===== config.mk =====
export PLATFORM = sky130hd
export DESIGN_NAME = cogt_bank
export DESIGN_NICKNAME = d
export VERILOG_FILES = /design/src/inc/cogt_pkg.sv /design/src/core/cogt_bank.sv
export SDC_FILE = /design/constraint.sdc
export NUM_CORES = 1
export LEC_CHECK = 0
export BUFFER_PORTS_ARGS = -buffer_cell sky130_fd_sc_hd__buf_4
export CAP_MARGIN = 40
export CORE_MARGIN = 5
export CORE_UTILIZATION = 50
export CTS_CLUSTER_SIZE = 12
export DETAILED_ROUTE_END_ITERATION = 10
export PLACE_DENSITY = 0.86
export SLEW_MARGIN = 5
export SYNTH_ARGS = -nofsm -noshare
export SYNTH_HDL_FRONTEND = slang
export SYNTH_SLANG_ARGS = --single-unit
export TNS_END_PERCENT = 20

===== constraint.sdc =====
create_clock -name sys_clk -period 4.5 [get_ports sys_clk]
set_input_delay 0.9 -clock sys_clk [delete_from_list [all_inputs] [get_ports sys_clk]]
set_output_delay 0.9 -clock sys_clk [all_outputs]
set_load 0.1 [all_outputs]

===== src/inc/cogt_pkg.sv =====
`default_nettype none
package cogt_pkg;

  // Register indices; byte address is four times the index
  localparam int IDX_W = 10;
  localparam logic [IDX_W-1:0] IDX_C2B_OFFSET = 10'h336;
  localparam logic [IDX_W-1:0] IDX_C3C_OFFSET = 10'h338;
  localparam logic [IDX_W-1:0] IDX_C3D_OFFSET = 10'h33A;
  localparam logic [IDX_W-1:0] IDX_C4_OFFSET = 10'h33C;
  localparam logic [IDX_W-1:0] IDX_C5_OFFSET = 10'h33E;
  localparam logic [IDX_W-1:0] IDX_C0_GAIN = 10'h360;
  localparam logic [IDX_W-1:0] IDX_C1_GAIN = 10'h361;
  localparam logic [IDX_W-1:0] IDX_C2A_GAIN = 10'h362;
  localparam logic [IDX_W-1:0] IDX_C2B_GAIN = 10'h363;
  localparam logic [IDX_W-1:0] IDX_STATUS = 10'h370;

  // Slot numbers inside the bank
  localparam logic [3:0] SLOT_C2B_OFFSET = 4'h0;
  localparam logic [3:0] SLOT_C3C_OFFSET = 4'h1;
  localparam logic [3:0] SLOT_C3D_OFFSET = 4'h2;
  localparam logic [3:0] SLOT_C4_OFFSET = 4'h3;
  localparam logic [3:0] SLOT_C5_OFFSET = 4'h4;
  localparam logic [3:0] SLOT_C0_GAIN = 4'h5;
  localparam logic [3:0] SLOT_C1_GAIN = 4'h6;
  localparam logic [3:0] SLOT_C2A_GAIN = 4'h7;
  localparam logic [3:0] SLOT_C2B_GAIN = 4'h8;
  localparam logic [3:0] SLOT_STATUS = 4'h9;
  localparam logic [3:0] SLOT_NONE = 4'hF;

  // Field layout
  localparam int OFS_MSB = 11;
  localparam int GAIN_MSB = 4;
  localparam int STAT_SEL2_BIT = 0;
  localparam int STAT_SEL3_BIT = 1;

  // Reset values
  localparam logic [15:0] OFS_RESET = 16'h0000;
  localparam logic [7:0] GAIN_RESET = 8'h00;

  localparam logic [1:0] RESP_OKAY = 2'b00;
  localparam logic [1:0] RESP_SLVERR = 2'b10;

  typedef struct packed {
    logic [4:0][15:0] ofs;
    logic [3:0][7:0] gain;
  } cogt_fuse_s;

  typedef struct packed {
    logic [11:0] core2_offset;
    logic [11:0] core3_offset;
    logic [11:0] core4_offset;
    logic [11:0] core5_offset;
    logic [4:0] core0_gain;
    logic [4:0] core1_gain;
    logic [4:0] core2_gain;
  } cogt_trim_s;

endpackage
`default_nettype wire


===== src/core/cogt_bank.sv =====
// Implementation choice: register access over AXI4-Lite.
`timescale 1ns/10ps
`default_nettype none
module cogt_bank #(
  parameter int ADDR_W = 12
) (
  input wire logic sys_clk,
  input wire logic rstn,
  input wire logic [ADDR_W-1:0] s_axi_awaddr,
  input wire logic s_axi_awvalid,
  output logic s_axi_awready,
  input wire logic [31:0] s_axi_wdata,
  input wire logic [3:0] s_axi_wstrb,
  input wire logic s_axi_wvalid,
  output logic s_axi_wready,
  output logic [1:0] s_axi_bresp,
  output logic s_axi_bvalid,
  input wire logic s_axi_bready,
  input wire logic [ADDR_W-1:0] s_axi_araddr,
  input wire logic s_axi_arvalid,
  output logic s_axi_arready,
  output logic [31:0] s_axi_rdata,
  output logic [1:0] s_axi_rresp,
  output logic s_axi_rvalid,
  input wire logic s_axi_rready,
  input wire logic core2_sel_b,
  input wire logic core3_sel_d,
  input wire logic [11:0] core2_input_a_offset_trim,
  input wire logic [4:0] core2_input_a_gain_unused_guard,
  input wire logic fuse_load,
  input wire cogt_pkg::cogt_fuse_s fuse_default,
  output cogt_pkg::cogt_trim_s applied_trim
);
  import cogt_pkg::*;

  // Misaligned or unmapped addresses decode to no slot and answer with an error
  function automatic logic [3:0] slot_of(input logic [ADDR_W-1:0] addr);
    logic [IDX_W-1:0] idx;
    idx = IDX_W'(addr[ADDR_W-1:2]);
    if (addr[1:0] != 2'b00)
      slot_of = SLOT_NONE;
    else
      case (idx)
        IDX_C2B_OFFSET: slot_of = SLOT_C2B_OFFSET;
        IDX_C3C_OFFSET: slot_of = SLOT_C3C_OFFSET;
        IDX_C3D_OFFSET: slot_of = SLOT_C3D_OFFSET;
        IDX_C4_OFFSET: slot_of = SLOT_C4_OFFSET;
        IDX_C5_OFFSET: slot_of = SLOT_C5_OFFSET;
        IDX_C0_GAIN: slot_of = SLOT_C0_GAIN;
        IDX_C1_GAIN: slot_of = SLOT_C1_GAIN;
        IDX_C2A_GAIN: slot_of = SLOT_C2A_GAIN;
        IDX_C2B_GAIN: slot_of = SLOT_C2B_GAIN;
        IDX_STATUS: slot_of = SLOT_STATUS;
        default: slot_of = SLOT_NONE;
      endcase
  endfunction

  // Offset slots come first, so the low three bits index the offset array
  function automatic logic [2:0] ofs_pos(input logic [3:0] slot);
    ofs_pos = slot[2:0];
  endfunction

  // Gain slots follow the offset slots in the slot numbering
  function automatic logic [1:0] gain_pos(input logic [3:0] slot);
    logic [3:0] rel;
    rel = slot - SLOT_C0_GAIN;
    gain_pos = rel[1:0];
  endfunction

  // Byte-lane merge; reserved bits are stored as written, software keeps them zero
  function automatic logic [15:0] merge16(input logic [15:0] old, input logic [31:0] d,
                                          input logic [3:0] strb);
    merge16 = old;
    if (strb[0])
      merge16[7:0] = d[7:0];
    if (strb[1])
      merge16[15:8] = d[15:8];
  endfunction

  // Gain registers are one byte wide, so only the lowest lane reaches them
  function automatic logic [7:0] merge8(input logic [7:0] old, input logic [31:0] d,
                                        input logic [3:0] strb);
    merge8 = old;
    if (strb[0])
      merge8 = d[7:0];
  endfunction

  logic [ADDR_W-1:0] aw_addr_reg, aw_addr_next;
  logic aw_full_reg, aw_full_next;
  logic [31:0] w_data_reg, w_data_next;
  logic [3:0] w_strb_reg, w_strb_next;
  logic w_full_reg, w_full_next;
  logic bvalid_reg, bvalid_next;
  logic [1:0] bresp_reg, bresp_next;
  logic rvalid_reg, rvalid_next;
  logic [1:0] rresp_reg, rresp_next;
  logic [31:0] rdata_reg, rdata_next;
  logic [4:0][15:0] ofs_reg, ofs_next;
  logic [3:0][7:0] gain_reg, gain_next;
  cogt_trim_s applied_reg, applied_next;
  logic do_write;
  logic [3:0] wslot, rslot;

  assign s_axi_awready = !aw_full_reg;
  assign s_axi_wready = !w_full_reg;
  assign s_axi_arready = !rvalid_reg;
  assign s_axi_bvalid = bvalid_reg;
  assign s_axi_bresp = bresp_reg;
  assign s_axi_rvalid = rvalid_reg;
  assign s_axi_rresp = rresp_reg;
  assign s_axi_rdata = rdata_reg;
  assign applied_trim = applied_reg;

  // Write channel: address and data are held independently until both are in
  always_comb
  begin
    aw_addr_next = aw_addr_reg;
    aw_full_next = aw_full_reg;
    w_data_next = w_data_reg;
    w_strb_next = w_strb_reg;
    w_full_next = w_full_reg;
    bvalid_next = bvalid_reg;
    bresp_next = bresp_reg;
    wslot = slot_of(aw_addr_reg);
    do_write = aw_full_reg && w_full_reg && !bvalid_reg;
    if (s_axi_awvalid && !aw_full_reg)
    begin
      aw_addr_next = s_axi_awaddr;
      aw_full_next = 1'b1;
    end
    if (s_axi_wvalid && !w_full_reg)
    begin
      w_data_next = s_axi_wdata;
      w_strb_next = s_axi_wstrb;
      w_full_next = 1'b1;
    end
    if (do_write)
    begin
      aw_full_next = 1'b0;
      w_full_next = 1'b0;
      bvalid_next = 1'b1;
      bresp_next = (wslot == SLOT_NONE) ? RESP_SLVERR : RESP_OKAY;
    end
    if (bvalid_reg && s_axi_bready)
      bvalid_next = 1'b0;
  end

  // Trim storage: fuse load first, a software write in the same cycle wins
  always_comb
  begin
    ofs_next = ofs_reg;
    gain_next = gain_reg;
    if (fuse_load)
    begin
      ofs_next = fuse_default.ofs;
      gain_next = fuse_default.gain;
    end
    if (do_write)
      case (wslot)
        SLOT_C2B_OFFSET, SLOT_C3C_OFFSET, SLOT_C3D_OFFSET, SLOT_C4_OFFSET, SLOT_C5_OFFSET:
          ofs_next[ofs_pos(wslot)] = merge16(ofs_reg[ofs_pos(wslot)], w_data_reg, w_strb_reg);
        SLOT_C0_GAIN, SLOT_C1_GAIN, SLOT_C2A_GAIN, SLOT_C2B_GAIN:
          gain_next[gain_pos(wslot)] = merge8(gain_reg[gain_pos(wslot)], w_data_reg, w_strb_reg);
        default:
          ;
      endcase
  end

  // Read channel: one read in flight, answered the cycle after it is taken
  always_comb
  begin
    rvalid_next = rvalid_reg;
    rresp_next = rresp_reg;
    rdata_next = rdata_reg;
    rslot = slot_of(s_axi_araddr);
    if (rvalid_reg && s_axi_rready)
      rvalid_next = 1'b0;
    if (s_axi_arvalid && !rvalid_reg)
    begin
      rvalid_next = 1'b1;
      rresp_next = RESP_OKAY;
      rdata_next = 32'h0000_0000;
      case (rslot)
        SLOT_C2B_OFFSET, SLOT_C3C_OFFSET, SLOT_C3D_OFFSET, SLOT_C4_OFFSET, SLOT_C5_OFFSET:
          rdata_next[15:0] = ofs_reg[ofs_pos(rslot)];
        SLOT_C0_GAIN, SLOT_C1_GAIN, SLOT_C2A_GAIN, SLOT_C2B_GAIN:
          rdata_next[7:0] = gain_reg[gain_pos(rslot)];
        SLOT_STATUS:
        begin
          rdata_next[STAT_SEL2_BIT] = core2_sel_b;
          rdata_next[STAT_SEL3_BIT] = core3_sel_d;
        end
        default:
          rresp_next = RESP_SLVERR;
      endcase
    end
  end

  // Applied trims follow the sampled input; values pass on as unsigned codes
  always_comb
  begin
    applied_next = applied_reg;
    if (core2_sel_b)
      applied_next.core2_offset = ofs_reg[ofs_pos(SLOT_C2B_OFFSET)][OFS_MSB:0];
    else
      applied_next.core2_offset = core2_input_a_offset_trim;
    if (core3_sel_d)
      applied_next.core3_offset = ofs_reg[ofs_pos(SLOT_C3D_OFFSET)][OFS_MSB:0];
    else
      applied_next.core3_offset = ofs_reg[ofs_pos(SLOT_C3C_OFFSET)][OFS_MSB:0];
    applied_next.core4_offset = ofs_reg[ofs_pos(SLOT_C4_OFFSET)][OFS_MSB:0];
    applied_next.core5_offset = ofs_reg[ofs_pos(SLOT_C5_OFFSET)][OFS_MSB:0];
    applied_next.core0_gain = gain_reg[gain_pos(SLOT_C0_GAIN)][GAIN_MSB:0];
    applied_next.core1_gain = gain_reg[gain_pos(SLOT_C1_GAIN)][GAIN_MSB:0];
    if (core2_sel_b)
      applied_next.core2_gain = gain_reg[gain_pos(SLOT_C2B_GAIN)][GAIN_MSB:0];
    else
      applied_next.core2_gain = gain_reg[gain_pos(SLOT_C2A_GAIN)][GAIN_MSB:0];
  end

  // Holding stages of the write path
  always_ff @(posedge sys_clk or negedge rstn)
  begin
    if (!rstn)
    begin
      aw_addr_reg <= '0;
      aw_full_reg <= 1'b0;
      w_data_reg <= 32'h0000_0000;
      w_strb_reg <= 4'h0;
      w_full_reg <= 1'b0;
    end
    else
    begin
      aw_addr_reg <= aw_addr_next;
      aw_full_reg <= aw_full_next;
      w_data_reg <= w_data_next;
      w_strb_reg <= w_strb_next;
      w_full_reg <= w_full_next;
    end
  end

  // Write response
  always_ff @(posedge sys_clk or negedge rstn)
  begin
    if (!rstn)
    begin
      bvalid_reg <= 1'b0;
      bresp_reg <= RESP_OKAY;
    end
    else
    begin
      bvalid_reg <= bvalid_next;
      bresp_reg <= bresp_next;
    end
  end

  // Read answer
  always_ff @(posedge sys_clk or negedge rstn)
  begin
    if (!rstn)
    begin
      rvalid_reg <= 1'b0;
      rresp_reg <= RESP_OKAY;
      rdata_reg <= 32'h0000_0000;
    end
    else
    begin
      rvalid_reg <= rvalid_next;
      rresp_reg <= rresp_next;
      rdata_reg <= rdata_next;
    end
  end

  // Trim storage; reset leaves zeros until a fuse load brings the defaults
  always_ff @(posedge sys_clk or negedge rstn)
  begin
    if (!rstn)
    begin
      ofs_reg <= {5{OFS_RESET}};
      gain_reg <= {4{GAIN_RESET}};
    end
    else
    begin
      ofs_reg <= ofs_next;
      gain_reg <= gain_next;
    end
  end

  // Applied trims
  always_ff @(posedge sys_clk or negedge rstn)
  begin
    if (!rstn)
    begin
      applied_reg <= '0;
    end
    else
    begin
      applied_reg <= applied_next;
    end
  end

endmodule // cogt_bank
`default_nettype wire


==> impl_summary.log, run 1 <==
INFO  metric status = finished, final reports clean
INFO  metric drive_gt1_frac = 0.344
INFO  metric fmax = 259 MHz
INFO  metric worst_slack = 0.640 ns
INFO  metric largest_reg_flops = 63
INFO  metric place.port_buffers = 261
INFO  metric floorplan.io_pins = 303
INFO  metric worst_slew_pin_slew = 1.03 ns
INFO  metric initial_utilization = 0.505
INFO  metric topmost_layer_with_routed_signal_wires = met4
INFO  metric numPlacedInstances = 1619
INFO  metric clock_edge_transition_at_the_registers_on_the_reported_setup_and_hold_paths = 0.06 ns
INFO  metric die-height = 167 um
INFO  metric grtUsageTotal = 0.263
INFO  metric ys_seq_elements = 227
INFO  metric critical_path.startpoint = aw_addr_reg[5]
INFO  metric criticalPathCategory = flip-flop to flip-flop
INFO  metric most_used_dff_post_synth = dfrtp_1
INFO  metric cts_post_setup_buffers_inserted = 0
INFO  metric post-route-drc-count = 0
INFO  metric hold_path.startpoint = applied_next[29]
INFO  metric cts-root-to-sink-buffers = 3
INFO  metric crit_chain = or4b_4 > o2bb2a_2 > a21oi_2 > buf_4 > ha_1 > nand2_1 > o21ai_0 > and4b_1 > buf_4 > mux2i_1
INFO  metric detail_route.vias_per_cell = 5.93
INFO  metric cell_with_the_biggest_individual_delay_on_the_critical_path = or4b_4
INFO  metric layout_fillers = 1864
INFO  metric final_nets = 1529
INFO  metric worst_hold_path.endpoint = applied_trim[29]
INFO  metric cell_depth_of_the_worst_hold_path = 0
INFO  metric final_period_utilization = 0.858
INFO  metric synth.cell_area = 0.0123 mm2
INFO  metric rsz0062_at_grt = no
INFO  metric grt_antenna_before_repair = 4
INFO  metric die_area = 0.0277 mm2
INFO  metric wl_met1 = 15200 um
INFO  metric cts_made_buffers = 26
INFO  metric clkSinkCount = 227
INFO  metric data_arrival_time_of_the_critical_path = 4.30 ns
INFO  metric cts_hold_repair.buffers = 0
INFO  metric routed_length_on_met3 = 2980 um
INFO  metric detailed_place_hpwl = 26400 um
INFO  metric synth_enable_flop_cells = 0
INFO  metric synthesis.area_per_instance = 11.4 um2
INFO  metric worst_setup_path_end_kind = flip-flop
INFO  metric cts_max_level = 1
INFO  metric placeableCoreArea = 0.0242 mm2
INFO  metric hold_class = flip-flop to flip-flop
INFO  metric drv.max_cap_violation_count = 0
INFO  metric avgRoutedWirePerCell = 22.8 um
INFO  metric pre_cts_ws = 0.256 ns
INFO  metric unique_cell_type_count_in_the_yosys_netlist = 75
INFO  metric antenna_violating_nets_post_route = 0
INFO  metric overflow = 0
INFO  metric timing.final.crit_period = 3.86 ns
INFO  metric floorplan.rows = 57
INFO  metric layout.cells.non_filler = 1667
INFO  metric post_cts_resize_count = 0
INFO  metric critical_path_peak_fanout = 14
INFO  metric yosysSeqAreaShare = 0.463
INFO  metric ys_warn_count = 0
INFO  metric critical_path_rt = 4.94 ns
INFO  metric rrSetupSlack = 0.64 ns
INFO  metric worst_slew_margin_rel = 0.310
INFO  metric cellLeakagePower = 0.00764 uW
INFO  metric finalSetupViolCount = 0
INFO  metric timing.final.max_slew_violations = 0
INFO  metric detailroute.via_count = 9885
INFO  metric cts_tree = yes
INFO  metric reg2reg_to = applied_next[37]
INFO  metric r2r.worst_path.cells = 10
INFO  metric synthArstFlopShare = 1.00
INFO  metric finalWeightedCongestion = 0.893
INFO  metric layout-area-overhead-vs-synth = 25.7%
INFO  metric multi_input_area = 0.00614 mm2
INFO  metric ctsRootBufferMaster = clkbuf_16
INFO  metric power-per-cell-area = 480 mW/mm2
INFO  metric worst_r2r_startpoint = aw_addr_reg[5]
INFO  metric floorplan.die.width = 167 um
INFO  metric grt_pass1_vias = 10200
INFO  metric dr.pass1.iters = 5
INFO  metric vdd.ir_drop.worst = 0.618 mV
INFO  metric max_stage_delay = 0.63 ns
INFO  metric grt_first_pass_wirelength = 58100 um
INFO  metric cp-start-kind = flip-flop
INFO  metric path_common_cell = buf_4
INFO  metric regArea = 0.00568 mm2
INFO  metric routed_wirelength = 38000 um
INFO  metric drt-initial-drc-count = 890
INFO  metric hold_violations = 0
INFO  metric syn-instance-count = 1077
INFO  metric clkLatencyLatePin = 0.52 ns
INFO  metric pin_count_of_the_biggest_net_entering_global_routing = 133
INFO  metric met2RoutedLength = 18000 um
INFO  metric timing.setup.tns = 0 ns
INFO  metric worst_setup_skew_after_layout = 0.0112 ns
-- metal layers --
metal / track usage / vias to the layer above
met5: 0 / -
met4: 0.129 / 0
met3: 0.0574 / 123
met2: 0.421 / 495
met1: 0.341 / 4893
li1: - / 4374
-- synth_stat cells, types with 4 or more instances --
master,number,area share
a22oi_1,13,0.0080
o21ai_0,23,0.0094
mux2i_1,224,0.18
a21oi_1,24,0.0098
buf_1,7,0.0021
nand3b_1,9,0.0055
buf_6,5,0.0046
a21o_1,13,0.0080
inv_1,10,0.0031
nand4b_1,4,0.0029
nor3_1,5,0.0020
o211ai_1,9,0.0055
nor2b_1,16,0.0082
nand2_1,119,0.036
mux2_2,89,0.082
buf_4,25,0.015
clkbuf_1,38,0.012
nand3_1,43,0.018
nor3b_1,4,0.0025
nand2_2,4,0.0020
dfrtp_1,227,0.46
o31ai_1,5,0.0031
a221o_1,8,0.0065
nand2b_1,12,0.0061
o21ai_1,14,0.0057
nor2_1,22,0.0067
o2111ai_1,8,0.0057
buf_2,13,0.0053
ha_1,7,0.0071
mux4_2,8,0.015
-- logic make-up after synthesis --
logic type	count (synthesis)	synth area share
adders and majority gates	7	0.00715
and+or+nand+nor	277	0.122
muxes	321	0.279
xor gates and xnor gates	3	0.00214
other	1	0.000306
buffers and inverters	98	0.0421
AOI/OAI and AO/OA	143	0.0835
DFF	227	0.463
-- worst max-delay path: cells and delay by family (launching register included) --
kind / cells / cell delay [ns]
AO/OA/AOI/OAI: 3 / 0.86
adder cells (fa/ha/maj): 1 / 0.23
buffers and inverters: 2 / 0.67
flip-flops: 1 / 0.51
multiplexers: 1 / 0.22
AND/OR/NAND/NOR: 3 / 1.26
-- per-stage QoR --
| step | hold slack (ns) | power, uW | cell area (um2) | util |
|---|---|---|---|---|
| after floorplan | 0.388 | 4450 | 12300 | - |
| after global placement | 0.412 | 5080 | 14400 | 0.594 |
| after detailed placement | 0.412 | 5160 | 14500 | 0.598 |
| after CTS | 0.425 | 7400 | 15400 | 0.635 |
| after global routing | 0.443 | 7690 | 15400 | 0.635 |
| final | 0.424 | 7390 | 15400 | 0.635 |
-- cell usage in the layout, fill, tap and decap left out, drive strengths merged, types with 5 or more instances in the layout --
cell type	instances
nor3	7
clkinv	5
dfrtp	227
mux2	89
a221o	8
conb	18
o211ai	9
nor2	24
clkbuf	36
nand3b	9
o31ai	6
a21oi	25
nand2	123
inv	10
a21o	13
mux4	8
ha	7
buf	289
nand2b	12
o21ai	37
mux2i	224
nor2b	16
nor3b	5
o2111ai	8
a22oi	13
nand3	45
-- how the worst max path moves through the flow --
stage | slack (ns) | endpoint | cells after the start
global placement | 0.39 | s_axi_rdata[0] | 15
floorplan | 0.09 | s_axi_rdata[0] | 13
global route | 0.51 | applied_next[32] | 10
CTS | 0.68 | applied_next[36] | 10
detailed placement | 0.26 | s_axi_rdata[0] | 13
finish | 0.64 | applied_next[37] | 10
-- where the power goes --
part,switching [uW],internal (uW),leakage (uW),total (uW)
clock,848,1370,0.000448,2220
sequential,344,2370,0.00267,2720
combinational,1650,802,0.00452,2450
total,2840,4550,0.00764,7390
-- layout make-up --
class | count | area share
timing repair buffer | 289 | 0.145
antenna | 4 | 0.000650
tap | 324 | 0.0263
sequential | 227 | 0.369
clock buffer | 36 | 0.0506
inverter | 10 | 0.00244
clock inverter | 8 | 0.00796
multi-input combinational | 769 | 0.398
Note: power is estimated with default switching activity, not from simulation.
==> run 2, diff against run 1 <==
- ABC_AREA: not set -> 1
- PLACE_DENSITY: 0.86 -> 0.85
- clock period: 4.5 -> 4.85 ns (I/O delays scaled with it)
==> run 2 against run 1 <==
Combinational power shrank 7%; routed wire length grew 22%; cell count grew 46%; sequential power shrank 12%; highest routed layer unchanged.
==> impl_summary.log, run 2 <==
INFO  metric status = finished, final reports clean
INFO  metric power_frac_clock = 0.278
INFO  metric post_cts_resize_count = 0
INFO  metric cts-root-to-sink-buffers = 3
INFO  metric netlist_top_cells_area = dfrtp_1 (43%), nand2_1 (20%), o21ai_0 (6.6%), nand3_1 (6.0%), inv_1 (4.5%)
INFO  metric die_area = 0.0297 mm2
INFO  metric antenna_violating_nets_post_route = 0
INFO  metric worst-path-buf-inv = 3
INFO  metric cts_tree = yes
INFO  metric grt_pass1_vias = 12700
INFO  metric worst_slack = 1.10 ns
INFO  metric grt_first_pass_wirelength = 70400 um
INFO  metric vdd.ir_drop.worst = 0.465 mV
INFO  metric data_arrival_time_of_the_critical_path = 4.22 ns
INFO  metric crit_chain = inv_2 > nand2_1 > nor2_2 > nand3_1 > nand2_1 > nor2_2 > nand3_4 > nand2_4 > buf_4 > ha_1 > nor2_1 > nand2_1 > nand2_1 > a21oi_2 > nand3_2 > clkinv_2 > nand3_1 > nand2_1
INFO  metric floorplan.rows = 59
INFO  metric pin_count_of_the_biggest_net_entering_global_routing = 96
INFO  metric detailroute.via_count = 13600
INFO  metric ctsRootBufferMaster = clkbuf_16
INFO  metric wl_met1 = 19100 um
INFO  metric final_period_utilization = 0.773
INFO  metric routed_length_on_met3 = 5500 um
INFO  metric synth_enable_flop_cells = 0
INFO  metric routed_wirelength = 46400 um
INFO  metric worst_setup_path_end_kind = flip-flop
INFO  metric timing.final.max_slew_violations = 0
INFO  metric layout-area-overhead-vs-synth = 21.3%
INFO  metric most_used_dff_post_synth = dfrtp_1
INFO  metric fmax = 267 MHz
INFO  metric largest_reg_flops = 63
INFO  metric post-route-drc-count = 0
INFO  metric cell_with_the_biggest_individual_delay_on_the_critical_path = nand3_2
INFO  metric criticalPathCategory = flip-flop to flip-flop
INFO  metric synth.cell_area = 0.0132 mm2
INFO  metric worst_slew_pin_slew = 0.922 ns
INFO  metric unique_cell_type_count_in_the_yosys_netlist = 42
INFO  metric finalInstanceArea = 0.0160 mm2
INFO  metric ys_top_cells_by_count = nand2_1 (719), dfrtp_1 (227), o21ai_0 (173), inv_1 (158), nand3_1 (158)
INFO  metric synthesis.area_per_instance = 7.06 um2
INFO  metric grtUsageTotal = 0.301
INFO  metric hold_slack = 0.376 ns
INFO  metric timing.critical_path.max_delay_family = simple AND/OR/NAND/NOR gates
INFO  metric power.internal = 3750 uW
INFO  metric clkSinkCount = 227
INFO  metric power-per-cell-area = 406 mW/mm2
INFO  metric syn-instance-count = 1869
INFO  metric detailed_place_hpwl = 34600 um
INFO  metric fin_total_pwr = 6490 uW
INFO  metric timing.setup.tns = 0 ns
INFO  metric cts_hold_repair.buffers = 0
INFO  metric final_nets = 2296
INFO  metric die-height = 172 um
INFO  metric cp-start-kind = flip-flop
INFO  metric ys_warn_count = 0
INFO  metric cellLeakagePower = 0.00847 uW
INFO  metric power.switching = 2740 uW
INFO  metric power.share.sequential = 0.371
INFO  metric detail_route.vias_per_cell = 5.59
INFO  metric floorplan.die.width = 172 um
INFO  metric final_cell_mix = nand2_1 (719), buf_4 (272), dfrtp_1 (227)
INFO  metric hold_class = flip-flop to flip-flop
INFO  metric overflow = 0
INFO  metric place.port_buffers = 261
INFO  metric finalWeightedCongestion = 0.964
INFO  metric placeableCoreArea = 0.0260 mm2
INFO  metric cts_made_buffers = 25
INFO  metric ys_seq_elements = 227
INFO  metric critical_path_peak_fanout = 34
INFO  metric met2RoutedLength = 20300 um
INFO  metric topmost_layer_with_routed_signal_wires = met4
INFO  metric rsz0062_at_grt = no
INFO  metric grt_antenna_before_repair = 0
INFO  metric timing.final.crit_period = 3.75 ns
INFO  metric pre_cts_ws = 0.992 ns
INFO  metric drt-initial-drc-count = 1803
INFO  metric yosysSeqAreaShare = 0.431
INFO  metric max_stage_delay = 0.42 ns
INFO  metric dr.pass1.iters = 6
INFO  metric power_frac_comb = 0.351
INFO  metric worst_setup_skew_after_layout = 0.0155 ns
INFO  metric layout_commonest_cell = nand2_1
INFO  metric synthArstFlopShare = 1.00
INFO  metric worst_slew_margin_rel = 0.383
INFO  metric floorplan.io_pins = 303
INFO  metric initial_utilization = 0.508
INFO  metric cell_area_reported_after_detailed_placement = 0.0152 mm2
INFO  metric cts_max_level = 1
INFO  metric drv.max_cap_violation_count = 0
INFO  metric avgRoutedWirePerCell = 19.0 um
INFO  metric hold_violations = 0
INFO  metric antenna_cells_inserted = 0
INFO  metric clock_edge_transition_at_the_registers_on_the_reported_setup_and_hold_paths = 0.06 ns
INFO  metric synth_top_cell_area_share = 0.431
INFO  metric cts_post_setup_buffers_inserted = 0
INFO  metric synthMostInstantiatedCell = nand2_1
INFO  metric finalSetupViolCount = 0
INFO  metric switching_share = 0.422
INFO  metric yosys.area.top_type = dfrtp_1
INFO  metric clkLatencyLatePin = 0.54 ns
INFO  metric drive_gt1_frac = 0.185
INFO  metric critical_path_rt = 5.32 ns
INFO  metric layout_fillers = 2436
INFO  metric path_common_cell = nand2_1
==> run 2: changes by cell type after synthesis, sizes merged, moves of 21 or more <==
cell / before / now
nand3: 45 / 163
mux2: 89 / 14
inv: 10 / 174
a21oi: 25 / 72
o21ai: 37 / 189
mux2i: 224 / 0
nor2: 24 / 112
nand4: 2 / 23
nand2: 123 / 733
==> run 2: layer usage <==
metal,global-route usage,vias up
li1,-,6372
met1,0.447,6348
met2,0.450,819
met3,0.0549,103
met4,0.0885,0
met5,0,-
==> run 2: worst paths after layout <==
kind                                        from          endpoint  slack [ns]  cells after the start
min in group asynchronous                   rstn  applied_trim[13]        0.46                      1
worst min register to register  applied_next[33]  applied_trim[33]        0.38                      0
worst max register to register    aw_addr_reg[2]  applied_next[37]        1.10                     18
worst max-delay path              aw_addr_reg[2]  applied_next[37]        1.10                     18
worst min-delay path            applied_next[33]  applied_trim[33]        0.38                      0
max in group asynchronous                   rstn       ofs_reg[42]        3.32                      2
==> run 2: area by class of cell <==
type,count,area [um2],share of cell area
clock buffer,35,683,0.0427
multi-input combinational,1381,6350,0.397
sequential,227,5680,0.355
tap,335,419,0.0262
clock inverter,9,73.8,0.00462
inverter,180,686,0.0429
timing repair buffer,275,2100,0.132
==> run 2: kinds of logic after synthesis <==
| kind of cell | after synthesis | share of synthesized area |
|---|---|---|
| other | 1 | 0.000284 |
| adders and majority gates | 7 | 0.00664 |
| AOI/OAI and AO/OA | 294 | 0.118 |
| DFF | 227 | 0.431 |
| muxes | 14 | 0.0120 |
| buffers and inverters | 278 | 0.0930 |
| and+or+nand+nor | 1048 | 0.339 |
==> run 2: power groups by stage <==
stage	Clock (uW)	Combinational, uW	Sequential, uW
detailed placement	0	2230	2430
CTS	1820	2240	2400
finish	1800	2280	2400
floorplan	0	1080	2840
global placement	0	2200	2420
global route	1900	2430	2430
==> run 2: per-stage QoR <==
step	std cells	util
final	2442	0.616
after global routing	2442	0.616
after CTS	2442	0.616
after detailed placement	2398	0.586
after global placement	2397	0.585
after floorplan	1886	-
==> run 3, diff against run 2 <==
- clock period: 4.85 -> 3.77 ns (I/O delays scaled with it)
==> run 3 against run 2 <==
Non-clock buffer count grew 20; maximum frequency grew 19%; global-route usage grew 1.6 points; flip-flop and latch count is the same; critical path depth shrank 3; core utilization grew 0.65 points; combinational power grew 31%; register-to-register slack lost 0.48 ns.
==> impl_summary.log, run 3 (synthesized netlist as in run 2, its figures left out) <==
INFO  metric status = finished, final reports clean
INFO  metric critical_path_peak_fanout = 17
INFO  metric cell_area_reported_after_detailed_placement = 0.0154 mm2
INFO  metric grt_antenna_before_repair = 0
INFO  metric final_nets = 2316
INFO  metric post_cts_resize_count = 0
INFO  metric worst_slew_pin_slew = 0.806 ns
INFO  metric r2r.worst_path.cells = 15
INFO  metric avgRoutedWirePerCell = 19.7 um
INFO  metric die_area = 0.0297 mm2
INFO  metric pre_cts_ws = 0.377 ns
INFO  metric worst_setup_skew_after_layout = 0.0159 ns
INFO  metric dr.pass1.iters = 6
INFO  metric cp-start-kind = flip-flop
INFO  metric fmax = 318 MHz
INFO  metric clkLatencyLatePin = 0.53 ns
INFO  metric crit_chain = inv_1 > nand2_1 > nor2_2 > nand4_1 > and2_4 > nand3_4 > nand2_4 > inv_2 > nand2_4 > nor2_8 > nand2_4 > nor2_8 > inv_4 > nand2_1 > nand2_1
INFO  metric cts-root-to-sink-buffers = 3
INFO  metric hold_class = input pin to asynchronous set/reset pin
INFO  metric grt_pass1_vias = 13000
INFO  metric cts_max_level = 1
INFO  metric clock_edge_transition_at_the_registers_on_the_reported_setup_and_hold_paths = 0.06 ns
INFO  metric antenna_violating_nets_post_route = 0
INFO  metric critical_path_rt = 4.18 ns
INFO  metric worst_r2r_startpoint = aw_addr_reg[8]
INFO  metric timing.final.crit_period = 3.15 ns
INFO  metric finalInstanceArea = 0.0162 mm2
INFO  metric cts_hold_repair.buffers = 0
INFO  metric grtUsageTotal = 0.317
INFO  metric floorplan.rows = 59
INFO  metric worst-path-buf-inv = 3
INFO  metric placeableCoreArea = 0.0260 mm2
INFO  metric rrSetupSlack = 0.62 ns
INFO  metric largest_reg_flops = 63
INFO  metric reg2reg_to = applied_next[21]
INFO  metric timing.critical_path.max_delay_family = simple AND/OR/NAND/NOR gates
INFO  metric routed_wirelength = 48400 um
INFO  metric die-height = 172 um
INFO  metric detailroute.via_count = 13800
INFO  metric finalSetupViolCount = 0
INFO  metric floorplan.io_pins = 303
INFO  metric grt_first_pass_wirelength = 73300 um
INFO  metric final_period_utilization = 0.835
INFO  metric cts_made_buffers = 25
INFO  metric hold_slack = 0.248 ns
INFO  metric fin_total_pwr = 8430 uW
INFO  metric post-route-drc-count = 0
INFO  metric cts_post_setup_buffers_inserted = 0
INFO  metric layout-area-overhead-vs-synth = 22.5%
INFO  metric drive_gt1_frac = 0.192
INFO  metric worst_slew_margin_rel = 0.463
INFO  metric place.port_buffers = 261
INFO  metric rsz0062_at_grt = no
INFO  metric drt-initial-drc-count = 1869
INFO  metric pin_count_of_the_biggest_net_entering_global_routing = 90
INFO  metric detail_route.vias_per_cell = 5.60
INFO  metric layout_commonest_cell = nand2_1
INFO  metric cts_tree = yes
INFO  metric critical_path.startpoint = aw_addr_reg[8]
INFO  metric data_arrival_time_of_the_critical_path = 3.56 ns
INFO  metric detailed_place_hpwl = 36000 um
INFO  metric antenna_cells_inserted = 0
INFO  metric vdd.ir_drop.worst = 0.736 mV
INFO  metric clkSinkCount = 227
INFO  metric hold_violations = 0
INFO  metric ctsRootBufferMaster = clkbuf_16
INFO  metric max_stage_delay = 0.38 ns
INFO  metric wl_met1 = 19500 um
INFO  metric cellLeakagePower = 0.00858 uW
INFO  metric timing.setup.tns = 0 ns
INFO  metric initial_utilization = 0.508
INFO  metric worst_setup_path_end_kind = flip-flop
INFO  metric power-per-cell-area = 522 mW/mm2
INFO  metric finalWeightedCongestion = 0.959
INFO  metric topmost_layer_with_routed_signal_wires = met4
INFO  metric floorplan.die.width = 172 um
INFO  metric worst_slack = 0.623 ns
INFO  metric drv.max_cap_violation_count = 0
INFO  metric cell_with_the_biggest_individual_delay_on_the_critical_path = dfrtp_1
INFO  metric overflow = 0
INFO  metric routed_length_on_met3 = 6020 um
INFO  metric timing.final.max_slew_violations = 0
INFO  metric criticalPathCategory = flip-flop to flip-flop
INFO  metric final_cell_mix = nand2_1 (719), buf_4 (290), dfrtp_1 (227)
INFO  metric met2RoutedLength = 21700 um
-- run 3: cell count changes in the layout (fill, tap and decap cells not counted), sizes merged --
cell / delta
clkbuf: -3
clkinv: -3
inv: +1
buf: +20
bufinv: +1
-- run 3: how the worst max path moves through the flow --
| stage | slack [ns] | to | cells past startpoint |
|---|---|---|---|
| after detailed placement | 0.38 | s_axi_rdata[13] | 17 |
| final | 0.62 | applied_next[21] | 15 |
| after global routing | 0.43 | gain_reg[24] | 16 |
| after floorplan | 0.67 | s_axi_rdata[6] | 21 |
| after global placement | 0.42 | s_axi_rdata[15] | 17 |
| after CTS | 0.71 | gain_reg[19] | 15 |
-- run 3: per-layer routing --
layer | global-route usage | vias up
met3 | 0.0640 | 96
met1 | 0.462 | 6432
met2 | 0.485 | 835
met4 | 0.0803 | 0
li1 | - | 6409
met5 | 0 | -
-- run 3: final cells by class --
| type | count | area [um2] |
|---|---|---|
| clock inverter | 8 | 100 |
| timing repair buffer | 295 | 2270 |
| clock buffer | 32 | 662 |
| tap | 335 | 419 |
| inverter | 180 | 686 |
| sequential | 227 | 5680 |
| multi-input combinational | 1381 | 6350 |
| fill | 2377 | 9820 |
-- run 3: stage by stage --
stage | std cells | util
after CTS | 2458 | 0.622
after global routing | 2458 | 0.622
after global placement | 2417 | 0.592
after floorplan | 1886 | -
after detailed placement | 2418 | 0.593
final | 2458 | 0.622
-- run 3: where the power goes --
group	internal (uW)	switching [uW]	total (uW)
logic	718	2260	2980
registers	2800	291	3090
clock network	1370	991	2360
total	4890	3540	8430
-- run 3: worst register-to-register path, stage by stage, from the launching register on --
cell     delay (ns)
dfrtp_1        0.38
inv_1          0.09
nand2_1        0.07
nor2_2         0.22
nand4_1        0.13
and2_4         0.18
nand3_4        0.23
nand2_4        0.22
inv_2          0.33
nand2_4        0.14
nor2_8         0.27
nand2_4        0.11
nor2_8         0.34
inv_4          0.17
nand2_1        0.10
nand2_1        0.06
